==> src/shared/pmd_ctrl_defs.svh <==
`ifndef PMD_CTRL_DEFS_SVH
`define PMD_CTRL_DEFS_SVH

// Register byte offsets
`define OFS_TX_DISABLE 8'h00
`define OFS_PMD_CONTROL 8'h04
`define OFS_SIGNAL_DETECT 8'h08
`define OFS_FAULT 8'h0C
`define OFS_TRAIN_STATUS 8'h10
`define OFS_TEST_CONTROL 8'h14
`define OFS_RESP_LATE 8'h18

// Field positions
`define BIT_GLOBAL_TX_DIS 0
`define BIT_LANE_TX_DIS_LO 1
`define BIT_RESTART_TRAIN 0
`define BIT_TRAIN_ENABLE 1
`define BIT_GLOBAL_SD 0
`define BIT_LANE_SD_LO 1
`define BIT_FAULT_ANY 0
`define BIT_FAULT_RX 1
`define BIT_FAULT_TX 2
`define BIT_LOOPBACK 0
`define BIT_FAULT_AUTO_DIS 1

// Reset values
`define RST_TX_DISABLE 5'h00
`define RST_TRAIN_ENABLE 1'b1
`define RST_LOOPBACK 1'b0
`define RST_FAULT_AUTO_DIS 1'b0

// Timing
`define CLK_HZ 50000000
`define ALERT_DETECT_NS 500
`define ALERT_DETECT_CYC ((`ALERT_DETECT_NS * (`CLK_HZ / 1000000)) / 1000)
`define RESP_LIMIT_US 2000
`define RESP_LIMIT_CYC (`RESP_LIMIT_US * (`CLK_HZ / 1000000))
`define STARTUP_GRACE_MS 50
`define STARTUP_GRACE_CYC (`STARTUP_GRACE_MS * (`CLK_HZ / 1000))

// Alert pattern half period in bits
`define ALERT_HALF_BITS 8

// AXI responses
`define AXI_OKAY 2'h0
`define AXI_SLVERR 2'h2

`endif

==> src/shared/pmd_ctrl_pkg.sv <==
`default_nettype none
package pmd_ctrl_pkg;

   // Transmit and receive power modes
   typedef enum logic [1:0] {
      MODE_DATA  = 2'b00,
      MODE_QUIET = 2'b01,
      MODE_ALERT = 2'b10
   } pmd_mode_e;

   // Per-lane training status, packed in status register order
   typedef struct packed {
      logic training_failure;
      logic training;
      logic frame_lock;
      logic rx_trained;
   } lane_train_s;

   // Training frame exchange seen by one lane's responder
   typedef struct packed {
      logic rx_marker;
      logic [5:0] rx_coef_update;
      logic tx_marker;
      logic tx_status_done;
   } lane_frame_s;

endpackage
`default_nettype wire

==> src/rtl/quad_lane_pmd_control.sv <==
`timescale 1ns/1ns
`default_nettype none
`include "pmd_ctrl_defs.svh"

// Behaviour
// - tx_bit one drives positive line level
// - ALERT sends 8 ones, 8 zeros, preset
// - Outside ALERT use trained equalizer coefficients
// - Positive line level delivered as rx_bit one
// - Global detect is AND of lanes
// - Lane detect follows training signal_detect
// - Training disabled forces all detects high
// - Entering rx QUIET clears lane detects
// - Alert energy sets detect within 500 ns
// - Quiet low-level input keeps detect low
// - Global disable silences all transmitters
// - Fault may set global disable itself
// - Loopback ignores transmit disables
// - tx QUIET turns transmitters off, on
// - Lane disable silences only that lane
// - Fault may set every lane disable
// - Loopback routes transmit data to receiver
// - Fault is OR of fault sources
// - Disable not a fault; tx fault disables
// - Answer requests within 2 ms after grace
// - Measure marker to marker, grace from AN_GOOD_CHECK
// - Changed update field is a new request
// - Lane training status readable in register
// - Global disable and training enable reachable
module quad_lane_pmd_control
   import pmd_ctrl_pkg::*;
#(
   parameter int LANES = 4,
   parameter bit DEEP_SLEEP = 1'b1,
   parameter bit PER_LANE_DISABLE = 1'b1,
   parameter int RESP_LIMIT_CYC = `RESP_LIMIT_CYC,
   parameter int STARTUP_GRACE_CYC = `STARTUP_GRACE_CYC
) (
   input wire logic clk,
   input wire logic sys_rst,
   // AXI4-Lite slave
   input wire logic [7:0] s_axi_awaddr,
   input wire logic s_axi_awvalid,
   output logic s_axi_awready,
   input wire logic [31:0] s_axi_wdata,
   input wire logic [3:0] s_axi_wstrb,
   input wire logic s_axi_wvalid,
   output logic s_axi_wready,
   output logic [1:0] s_axi_bresp,
   output logic s_axi_bvalid,
   input wire logic s_axi_bready,
   input wire logic [7:0] s_axi_araddr,
   input wire logic s_axi_arvalid,
   output logic s_axi_arready,
   output logic [31:0] s_axi_rdata,
   output logic [1:0] s_axi_rresp,
   output logic s_axi_rvalid,
   input wire logic s_axi_rready,
   // Service interface
   input wire logic [LANES-1:0] tx_bit,
   output logic [LANES-1:0] rx_bit,
   input wire pmd_mode_e tx_mode,
   input wire pmd_mode_e rx_mode,
   output logic global_signal_detect,
   output logic [LANES-1:0] lane_signal_detect,
   output logic pmd_fault,
   // Line side, sampled and driven as digital levels
   output logic [LANES-1:0] line_out,
   output logic [LANES-1:0] tx_enabled,
   output logic eq_use_preset,
   input wire logic [LANES-1:0] line_in,
   input wire logic [LANES-1:0] alert_energy,
   // Training and fault sources
   input wire logic [LANES-1:0] train_signal_detect,
   input wire lane_train_s [LANES-1:0] train_status,
   input wire lane_frame_s [LANES-1:0] train_frame,
   input wire logic an_good_check_entry,
   input wire logic rx_fault_in,
   input wire logic tx_fault_in,
   output logic restart_training,
   output logic train_enable
);

   localparam int ALERT_FILT_CYC = (`ALERT_DETECT_CYC > 3) ? (`ALERT_DETECT_CYC / 2) : 1;
   localparam int RESP_W = $clog2(RESP_LIMIT_CYC + 1);
   localparam int GRACE_W = $clog2(STARTUP_GRACE_CYC + 1);
   localparam int FILT_W = $clog2(ALERT_FILT_CYC + 1);

   // Register decode shared by read and write channels
   function automatic logic addr_hit(input logic [7:0] a);
      case (a)
         `OFS_TX_DISABLE, `OFS_PMD_CONTROL, `OFS_SIGNAL_DETECT, `OFS_FAULT,
         `OFS_TRAIN_STATUS, `OFS_TEST_CONTROL, `OFS_RESP_LATE: addr_hit = 1'b1;
         default: addr_hit = 1'b0;
      endcase
   endfunction

   logic [4:0] tx_disable;
   logic loopback;
   logic fault_auto_dis;
   logic [LANES-1:0] resp_late;
   logic [LANES-1:0] sd_stat;
   logic global_sd_stat;
   logic rx_fault_q;
   logic tx_fault_q;
   lane_train_s [LANES-1:0] train_q;
   logic [7:0] aw_addr;
   logic aw_got;
   logic [31:0] w_data;
   logic [3:0] w_strb;
   logic w_got;
   logic [3:0] alert_cnt;
   logic rx_quiet_q;
   logic grace_run;
   logic [GRACE_W-1:0] grace_cnt;

   // Write channel: address and data latched independently, then applied together
   wire do_write = aw_got && w_got && !s_axi_bvalid;
   wire wr_hit = addr_hit(aw_addr);
   wire wr_b0 = do_write && wr_hit && w_strb[0];
   wire wr_txd = wr_b0 && (aw_addr == `OFS_TX_DISABLE);
   wire wr_ctl = wr_b0 && (aw_addr == `OFS_PMD_CONTROL);
   wire wr_tst = wr_b0 && (aw_addr == `OFS_TEST_CONTROL);
   wire wr_late = wr_b0 && (aw_addr == `OFS_RESP_LATE);

   // Fault aggregation; late training answers are the block's own fault source
   wire any_fault = rx_fault_in || tx_fault_in || (|resp_late);
   wire auto_dis = fault_auto_dis && any_fault;
   // Transmit disable is not itself a fault; a tx fault always sets global disable
   wire [4:0] txd_set = {{4{auto_dis && PER_LANE_DISABLE}}, auto_dis || tx_fault_in};
   wire [4:0] next_tx_disable = (wr_txd ? w_data[4:0] : tx_disable) | txd_set;

   // Transmit, receive-quiet and grace state shared by all lanes
   wire alert_on = DEEP_SLEEP && (tx_mode == MODE_ALERT);
   wire quiet_tx = DEEP_SLEEP && (tx_mode == MODE_QUIET);
   wire alert_bit = (alert_cnt < 4'(`ALERT_HALF_BITS));
   wire rx_quiet = DEEP_SLEEP && (rx_mode == MODE_QUIET);
   wire rx_quiet_entry = rx_quiet && !rx_quiet_q;
   wire grace_done = !grace_run && (grace_cnt == GRACE_W'(STARTUP_GRACE_CYC));

   logic [LANES-1:0] next_sd;
   logic [LANES-1:0] next_line;
   logic [LANES-1:0] next_rx;
   logic [LANES-1:0] lane_off;
   logic [LANES-1:0] late_set;

   genvar i;
   generate
      for (i = 0; i < LANES; i = i + 1) begin : g_lane
         logic [FILT_W-1:0] filt_cnt;
         logic [5:0] prev_coef;
         logic pending;
         logic [RESP_W-1:0] resp_cnt;

         // A lane is silent under global, lane or quiet-mode disable
         assign lane_off[i] = tx_disable[`BIT_GLOBAL_TX_DIS]
            || (PER_LANE_DISABLE && tx_disable[`BIT_LANE_TX_DIS_LO + i])
            || quiet_tx;
         // Silent lanes hold a constant low level; alert overrides requested bits
         assign next_line[i] = lane_off[i] ? 1'b0 : (alert_on ? alert_bit : tx_bit[i]);
         // Loopback taps the requested data, so disables never reach it
         assign next_rx[i] = loopback ? tx_bit[i] : line_in[i];

         // Detect priority: training off, quiet entry, quiet alert watch, training
         wire filt_done = (filt_cnt == FILT_W'(ALERT_FILT_CYC));
         assign next_sd[i] = !train_enable ? 1'b1
            : rx_quiet_entry ? 1'b0
            : rx_quiet ? (lane_signal_detect[i] || filt_done)
            : train_signal_detect[i];

         // Glitch filter on the energy comparator, well inside the 500 ns budget
         always_ff @(posedge clk or posedge sys_rst) begin
            if (sys_rst) begin
               filt_cnt <= '0;
            end else if (!rx_quiet || !alert_energy[i]) begin
               filt_cnt <= '0;
            end else if (!filt_done) begin
               filt_cnt <= filt_cnt + FILT_W'(1);
            end
         end

         // New request when the update field changes between frames
         wire new_req = train_frame[i].rx_marker && (train_frame[i].rx_coef_update != prev_coef);
         wire answered = pending && train_frame[i].tx_marker && train_frame[i].tx_status_done;
         assign late_set[i] = pending && grace_done && (resp_cnt == RESP_W'(RESP_LIMIT_CYC));

         // Response timer runs from request marker to answer marker
         always_ff @(posedge clk or posedge sys_rst) begin
            if (sys_rst) begin
               prev_coef <= '0;
               pending <= 1'b0;
               resp_cnt <= '0;
            end else begin
               if (train_frame[i].rx_marker) begin
                  prev_coef <= train_frame[i].rx_coef_update;
               end
               if (new_req && !pending) begin
                  pending <= 1'b1;
                  resp_cnt <= '0;
               end else if (answered) begin
                  pending <= 1'b0;
               end else if (pending && resp_cnt != RESP_W'(RESP_LIMIT_CYC)) begin
                  resp_cnt <= resp_cnt + RESP_W'(1);
               end
            end
         end
      end
   endgenerate

   // Alert pattern phase, restarted so each alert begins with ones
   always_ff @(posedge clk or posedge sys_rst) begin
      if (sys_rst) begin
         alert_cnt <= 4'h0;
      end else begin
         alert_cnt <= alert_on ? alert_cnt + 4'h1 : 4'h0;
      end
   end

   // Start-up grace timer, armed on each AN_GOOD_CHECK entry
   always_ff @(posedge clk or posedge sys_rst) begin
      if (sys_rst) begin
         grace_run <= 1'b0;
         grace_cnt <= '0;
      end else if (an_good_check_entry) begin
         grace_run <= 1'b1;
         grace_cnt <= '0;
      end else if (grace_run) begin
         grace_cnt <= grace_cnt + GRACE_W'(1);
         if (grace_cnt == GRACE_W'(STARTUP_GRACE_CYC - 1)) begin
            grace_run <= 1'b0;
         end
      end
   end

   // Line and service outputs, all registered
   always_ff @(posedge clk or posedge sys_rst) begin
      if (sys_rst) begin
         line_out <= '0;
         tx_enabled <= '0;
         rx_bit <= '0;
         eq_use_preset <= 1'b0;
         lane_signal_detect <= '0;
         global_signal_detect <= 1'b0;
         pmd_fault <= 1'b0;
         rx_quiet_q <= 1'b0;
      end else begin
         line_out <= next_line;
         tx_enabled <= ~lane_off;
         rx_bit <= next_rx;
         eq_use_preset <= alert_on;
         lane_signal_detect <= next_sd;
         global_signal_detect <= &next_sd;
         pmd_fault <= any_fault;
         rx_quiet_q <= rx_quiet;
      end
   end

   // Snapshot of status for software so each read sees settled bits
   always_ff @(posedge clk or posedge sys_rst) begin
      if (sys_rst) begin
         sd_stat <= '0;
         global_sd_stat <= 1'b0;
         rx_fault_q <= 1'b0;
         tx_fault_q <= 1'b0;
         train_q <= '0;
      end else begin
         sd_stat <= lane_signal_detect;
         global_sd_stat <= global_signal_detect;
         rx_fault_q <= rx_fault_in;
         tx_fault_q <= tx_fault_in;
         train_q <= train_status;
      end
   end

   // Control registers; hardware sets win over software writes and clears
   always_ff @(posedge clk or posedge sys_rst) begin
      if (sys_rst) begin
         tx_disable <= `RST_TX_DISABLE;
         train_enable <= `RST_TRAIN_ENABLE;
         restart_training <= 1'b0;
         loopback <= `RST_LOOPBACK;
         fault_auto_dis <= `RST_FAULT_AUTO_DIS;
         resp_late <= '0;
      end else begin
         tx_disable <= next_tx_disable;
         restart_training <= wr_ctl && w_data[`BIT_RESTART_TRAIN];
         if (wr_ctl) begin
            train_enable <= w_data[`BIT_TRAIN_ENABLE];
         end
         if (wr_tst) begin
            loopback <= w_data[`BIT_LOOPBACK];
            fault_auto_dis <= w_data[`BIT_FAULT_AUTO_DIS];
         end
         resp_late <= (resp_late & ~(wr_late ? w_data[LANES-1:0] : '0)) | late_set;
      end
   end

   // Write handshake: ready drops once taken and returns once the response is taken
   always_ff @(posedge clk or posedge sys_rst) begin
      if (sys_rst) begin
         s_axi_awready <= 1'b1;
         s_axi_wready <= 1'b1;
         s_axi_bvalid <= 1'b0;
         s_axi_bresp <= `AXI_OKAY;
         aw_got <= 1'b0;
         w_got <= 1'b0;
         aw_addr <= 8'h00;
         w_data <= 32'h00000000;
         w_strb <= 4'h0;
      end else begin
         if (s_axi_awvalid && s_axi_awready) begin
            aw_addr <= s_axi_awaddr;
            aw_got <= 1'b1;
            s_axi_awready <= 1'b0;
         end
         if (s_axi_wvalid && s_axi_wready) begin
            w_data <= s_axi_wdata;
            w_strb <= s_axi_wstrb;
            w_got <= 1'b1;
            s_axi_wready <= 1'b0;
         end
         if (do_write) begin
            aw_got <= 1'b0;
            w_got <= 1'b0;
            s_axi_bvalid <= 1'b1;
            s_axi_bresp <= wr_hit ? `AXI_OKAY : `AXI_SLVERR;
         end
         if (s_axi_bvalid && s_axi_bready) begin
            s_axi_bvalid <= 1'b0;
            s_axi_awready <= 1'b1;
            s_axi_wready <= 1'b1;
         end
      end
   end

   // Read data selection
   wire rd_hit = addr_hit(s_axi_araddr);
   logic [31:0] rd_word;
   always_comb begin
      rd_word = 32'h00000000;
      case (s_axi_araddr)
         `OFS_TX_DISABLE: rd_word[4:0] = tx_disable;
         `OFS_PMD_CONTROL: rd_word[`BIT_TRAIN_ENABLE] = train_enable;
         `OFS_SIGNAL_DETECT: rd_word[4:0] = {sd_stat, global_sd_stat};
         `OFS_FAULT: rd_word[2:0] = {tx_fault_q, rx_fault_q, rx_fault_q || tx_fault_q || (|resp_late)};
         `OFS_TRAIN_STATUS: rd_word[4*LANES-1:0] = train_q;
         `OFS_TEST_CONTROL: rd_word[1:0] = {fault_auto_dis, loopback};
         `OFS_RESP_LATE: rd_word[LANES-1:0] = resp_late;
         default: rd_word = 32'h00000000;
      endcase
   end

   // Read handshake, one outstanding read
   always_ff @(posedge clk or posedge sys_rst) begin
      if (sys_rst) begin
         s_axi_arready <= 1'b1;
         s_axi_rvalid <= 1'b0;
         s_axi_rdata <= 32'h00000000;
         s_axi_rresp <= `AXI_OKAY;
      end else begin
         if (s_axi_arvalid && s_axi_arready) begin
            s_axi_arready <= 1'b0;
            s_axi_rvalid <= 1'b1;
            s_axi_rdata <= rd_word;
            s_axi_rresp <= rd_hit ? `AXI_OKAY : `AXI_SLVERR;
         end else if (s_axi_rvalid && s_axi_rready) begin
            s_axi_rvalid <= 1'b0;
            s_axi_arready <= 1'b1;
         end
      end
   end

endmodule
`default_nettype wire

==> config.mk <==
export PLATFORM = sky130hd
export DESIGN_NAME = quad_lane_pmd_control
export DESIGN_NICKNAME = d
export VERILOG_FILES = /design/src/shared/pmd_ctrl_pkg.sv /design/src/rtl/quad_lane_pmd_control.sv
export VERILOG_INCLUDE_DIRS = /design/src /design/src/shared
export SDC_FILE = /design/constraint.sdc
export NUM_CORES = 1
export LEC_CHECK = 0
export ABC_AREA = 0
export BUFFER_PORTS_ARGS = -buffer_cell sky130_fd_sc_hd__buf_2
export CORE_MARGIN = 2
export CORE_UTILIZATION = 35
export DETAILED_ROUTE_END_ITERATION = 12
export SLEW_MARGIN = 20
export SYNTH_ARGS = -nofsm -noshare
export SYNTH_HDL_FRONTEND = slang
export SYNTH_SLANG_ARGS = --single-unit
==> constraint.sdc <==
create_clock -name clk -period 18 [get_ports clk]
set_input_delay 1.8 -clock clk [delete_from_list [all_inputs] [get_ports clk]]
set_output_delay 1.8 -clock clk [all_outputs]
set_load 0.02 [all_outputs]
==> results.cfg, run 1 <==
[worst_setup_path]
cpPeakStageDelay_ns = 0.72
timing.rr.start = g_lane[1].resp_cnt[12]
crit_type = in2async
crit_required_ns = 18.57
crit_slowest_cell = buf_4
cp_cell_sequence = buf_2 -> inv_8 -> buf_4 -> buf_4
critical_path_arrival_ns = 4.05
ff2ff_path_depth = 4
ff2ff_setup_slack_ns = 15.43
reg2reg_to = g_lane[1].resp_cnt[4]
end_kind = asynchronous set/reset pin
worst_path_most_repeated_cell = buf_4
cp_num_buf_inv = 4
cp-start-kind = input pin
cp_max_fo = 118
crit_family = buffers and inverters

[worst_hold_path]
min_to = global_sd_stat
hp-start = global_signal_detect
hp-class = reg2reg
whs_path_depth = 0

[synthesis]
synthFlopType = dfrtp_1
yosys_warnings = 0
synth-edff-count = 0
syn_area_um2 = 11000
async_flop_share_pct = 100
synth.avg_cell_area_um2 = 10.8
syn_inst = 1021
yosysUniqueCellTypes = 76
ys_ff_latch = 234
yosysSeqAreaShare_pct = 53.3

[clock_network]
htree_levels = 1
clk-insertion-delay-late_ns = 0.54
cts_tree = done
cts_buffer_depth = 3
root_buffer = clkbuf_16
cts-resized-gates = 0
cts_made_buffers = 28
postCtsSetupRepairBufs = 0
clock-sinks = 234
path_clk_slew_ns = 0.06
holdBufCountCts = 0

[global_route]
grt_pass1_wl_mm = 40.5
grt_max_degree = 119
met1_usage_pct = 20.8
grt.overflow.total = 0
use_met2_pct = 23.8
antenna_found_initial = 2
met3_usage_pct = 2.70
top_usage_layer = met2
grt_pass1_vias = 7973
track_usage_pct = 14.9

[detailed_routing]
ant_nets = 0
wl_per_cell_um = 15.3
drt_iter0_markers = 474
firstDrtPassIters = 5
via_count = 8097
routed_wirelength_mm = 24.5
post-route-drc-count = 0
viasPerCell = 5.08

[finish]
drive_gt1_share_pct = 22.6
finish.net_count = 1328
area_growth_pct = 18.7

[floorplanning]
die_area_um2 = 32800
die_y_um = 181
row_count = 64
initial_core_util_pct = 35.7
die_w_um = 181
io_pins = 196
core_area_um2 = 30700

[timing]
timing.setup.tns_ns = 0
max_slew_margin_pct = 30.8
post-route-period-util_pct = 19.4
finalMaxSlewViolations = 0
finalClockSkew_ns = 0.0121
fmax_ghz = 0.287
min_period_ns = 3.48
holdWs_ns = 0.375
setup_viol = 0
hold_viol_final = 0
tightest_slew_ns = 1.03
rsz0062_at_grt = no

[placed_design]
portBuffers = 147
gp_congestion = 0.796
dpl.hpwl_mm = 17.4

[pwr]
ir_worst_vdd_mv = 0.0635
p_leak_nw = 5.90
power_density_nw_per_um2 = 110
p_total_mw = 1.44

[outcome]
status = completed

[job]
drv_cap = 0
[through the flow]
| step | utilization (%) | worst slack, ns | instances | area, um2 |
|---|---|---|---|---|
| after floorplan | - | 9.79 | 1038 | 11100 |
| after global placement | 39.3 | 13.80 | 1541 | 12100 |
| after detailed placement | 39.3 | 13.79 | 1541 | 12100 |
| after CTS | 42.4 | 14.37 | 1593 | 13000 |
| after global routing | 42.4 | 14.13 | 1594 | 13000 |
| final | 42.4 | 14.52 | 1595 | 13000 |
[cell type report]
cell class / count / area [um2]
Fill cell: 2948 / 17700
Sequential cell: 234 / 5860
Multi-Input combinational cell: 719 / 4810
Clock buffer: 39 / 823
Timing Repair Buffer: 151 / 766
Tap cell: 396 / 495
Inverter: 41 / 161
Clock inverter: 13 / 125
Antenna cell: 2 / 5.00
[metal layers]
| layer | up-vias | share of wire (%) |
|---|---|---|
| met5 | - | 0 |
| li1 | 3955 | - |
| met1 | 3928 | 48 |
| met3 | 35 | 4.5 |
| met2 | 179 | 45 |
| met4 | 0 | 2.4 |
[synthesized netlist by cell type, types with 3 or more instances]
cell type	n	area (um2)
a211o_1	3	26.3
a211oi_1	4	30.0
a21o_1	3	22.5
a21oi_1	32	160
a22o_1	19	166
a31oi_1	22	138
a41o_1	3	30.0
a41oi_1	3	26.3
and2_1	7	43.8
and3_1	12	75.1
and4_1	12	105
buf_4	18	135
clkbuf_1	23	86.3
dfrtp_1	230	5760
dfstp_2	4	105
ha_1	19	238
inv_1	41	154
mux2_2	46	518
mux2i_1	11	110
nand2_1	73	274
nand2b_1	4	25.0
nand3_1	53	265
nand3b_1	5	37.5
nand4_1	35	219
nand4b_1	3	26.3
nor2_1	101	379
nor2b_1	3	18.8
nor3_1	19	95.1
nor4_1	10	62.6
nor4b_1	9	78.8
o211ai_1	3	22.5
o21a_1	5	37.5
o21ai_0	31	155
o311a_1	3	30.0
o31ai_1	5	37.5
or2_2	6	37.5
or3_1	10	62.6
or4b_1	3	30.0
xnor2_1	36	315
xor2_1	45	394
[placed cells by master (no fill, tap or decap), types with 5 or more instances in the layout]
master and count:
and2_1 7, nor3_1 19, or3_1 10, clkbuf_16 29
nand2_1 73, nand4_1 35, nor4_1 10, a21oi_1 32
mux2i_1 11, dfrtp_1 230, nand3_1 53, or2_2 6
ha_1 19, clkbuf_8 6, o21a_1 5, a31oi_1 22
and3_1 12, o21ai_0 31, conb_1 18, buf_2 147
clkinv_2 8, and4_1 12, nor2_1 101, nor4b_1 9
xor2_1 45, o31ai_1 5, a22o_1 19, nand3b_1 5
xnor2_1 36, inv_1 40, mux2_2 46
[worst max path at each step]
stage	startpoint	to	slack [ns]	depth (start not counted)
after floorplan	sys_rst	alert_cnt[0]	9.79	1
after global placement	sys_rst	train_q[10]	13.80	4
after detailed placement	sys_rst	s_axi_rdata[5]	13.79	4
after CTS	sys_rst	train_q[0]	14.37	4
after global routing	sys_rst	train_q[6]	14.13	4
final	sys_rst	s_axi_rdata[11]	14.52	4
[report_power, final]
group | switching (mW) | internal [mW]
registers | 0.0622 | 0.587
clock network | 0.222 | 0.347
logic | 0.128 | 0.0902
[state kept, by name, summed over array words and instances (netlist names), 5 cells and up]
register and flops:
g_lane.resp_cnt 68, g_lane.prev_coef 24, grace_cnt 22, g_lane.filt_cnt 16, s_axi_rdata 16, train_q 16, aw_addr 8, tx_disable 5
w_data 5
[logic make-up (layout without fill, tap and decap cells)]
group | count (synthesis) | count (layout) | share of synthesized area [%]
AND/OR/NAND/NOR | 383 | 383 | 18.4
adder cells (fa/ha/maj) | 19 | 19 | 2.16
other | 1 | 20 | 0.0341
flip-flops | 234 | 234 | 53.3
multiplexers | 59 | 59 | 6.12
XOR/XNOR | 81 | 81 | 6.45
buffers and inverters | 85 | 244 | 3.64
AO/OA/AOI/OAI | 159 | 159 | 9.86
Power figures use the tool's default switching activity.
==> run 2, diff against run 1 <==
Clock period 18 ns to 3 ns, I/O delays scaled along.
==> results.cfg, run 2 (synthesized netlist as in run 1, its figures left out) <==
[global_route]
use_met2_pct = 24.0
grt_pass1_wl_mm = 41.4
grt_pass1_vias = 8070
met1_usage_pct = 21.8
grt.overflow.total = 0
met3_usage_pct = 2.30
top_usage_layer = met2
antenna_found_initial = 0
grt_max_degree = 84
track_usage_pct = 15.1

[floorplanning]
io_pins = 196
initial_core_util_pct = 35.7
die_area_um2 = 32800
core_area_um2 = 30700
die_y_um = 181
row_count = 64
die_w_um = 181

[clock_network]
cts_tree = done
clk-insertion-delay-late_ns = 0.53
cts_made_buffers = 27
cts_buffer_depth = 3
clock-sinks = 234
postCtsSetupRepairBufs = 0
path_clk_slew_ns = 0.06
htree_levels = 1
root_buffer = clkbuf_16

[finish]
mostFrequentLayoutCells = 230 x dfrtp_1, 147 x buf_2, 101 x nor2_1
area_growth_pct = 22.9
nFillCells = 2908
drive_gt1_share_pct = 22.1
largestRegisters = g_lane.resp_cnt (68), g_lane.prev_coef (24), grace_cnt (22)
top_register = g_lane.resp_cnt
antennaDiodeCount = 0
largest_register_ffs = 68
instances_no_fill = 1641
layout_commonest_cell = dfrtp_1
finish.net_count = 1379

[detailed_routing]
firstDrtPassIters = 4
ant_nets = 0
drt_iter0_markers = 483
viasPerCell = 5.02
wl_per_cell_um = 15.2
post-route-drc-count = 0
via_count = 8239
routed_wirelength_mm = 24.9

[timing]
finalMaxSlewViolations = 0
rsz0062_at_grt = no
hold_viol_final = 0
setup_viol = 0
finalClockSkew_ns = 0.0167
max_slew_margin_pct = 54.1
fmax_ghz = 0.433
holdWs_ns = 0.0227
min_period_ns = 2.31
post-route-period-util_pct = 77.0
tightest_slew_ns = 0.687

[worst_setup_path]
cp_max_fo = 13
cp_cell_sequence = or4b_4 -> o41a_1 -> or2_1 -> a31oi_1
ff2ff_setup_slack_ns = 0.69
cp_num_buf_inv = 0
crit_required_ns = 3.44
crit_type = reg2reg
crit_slowest_cell = o41a_1
cp-start-kind = flop
crit_family = simple AND/OR/NAND/NOR gates
cpPeakStageDelay_ns = 0.61
end_kind = flop
critical_path_arrival_ns = 2.75

[pwr]
ir_worst_vdd_mv = 0.417
power_density_nw_per_um2 = 639
p_leak_nw = 6.11

[placed_design]
portBuffers = 147
dpl.hpwl_mm = 17.6
dpl.cell_count = 1551
gp_congestion = 0.836

[outcome]
status = completed

[job]
drv_cap = 0

[worst_hold_path]
hp-class = in2reg
==> run 2: path summary, 6_finish.rpt <==
kind                                             from                      to  depth (start not counted)
worst max-delay path            g_lane[0].resp_cnt[2]   g_lane[0].resp_cnt[7]                          4
max in group asynchronous                     sys_rst  g_lane[0].prev_coef[4]                          4
worst max register to register  g_lane[0].resp_cnt[2]   g_lane[0].resp_cnt[7]                          4
worst min register to register  lane_signal_detect[3]              sd_stat[3]                          0
worst min-delay path                        tx_bit[1]               rx_bit[1]                          2
min in group asynchronous                     sys_rst               rx_bit[2]                          3
==> run 2: cell type report <==
type	count	area, um2	share of cell area (%)
timing repair buffer	203	1290	9.52
clock buffer	35	746	5.52
tap	396	495	3.67
multi-input combinational	719	4790	35.5
inverter	41	158	1.17
clock inverter	13	171	1.27
sequential	234	5860	43.4
==> run 2: repair_timing <==
action | in CTS | in global routing
hold endpoints to repair | 60 | 0
endpoints found under the setup margin | 0 | 0
hold buffers | 42 | 0
resized for setup | 0 | 0
==> run 2: metal layers <==
layer | wire length (um) | vias up
met1 | 12100 | 3981
met5 | 0 | -
met2 | 11300 | 181
met4 | 441 | 0
li1 | - | 4043
met3 | 1050 | 34
==> run 2: through the flow <==
step                area, um2  setup slack [ns]  util [%]  TNS [ns]  power (mW)
CTS                     13500             0.691      43.9         0        8.77
global placement        12200             0.756      39.6         0        5.24
finish                  13500             0.690      43.9         0        8.64
detailed placement      12200             0.703      39.6         0        5.28
floorplan               11100            -0.361         -    -82.95        4.82
global route            13500             0.564      43.9         0        9.13
==> run 2: power breakdown <==
| group | internal (mW) | total (mW) | leakage, nW | switching, mW |
|---|---|---|---|---|
| Combinational | 0.595 | 1.37 | 2.67 | 0.773 |
| Clock | 2.09 | 3.37 | 0.455 | 1.29 |
| Sequential | 3.52 | 3.90 | 2.98 | 0.373 |
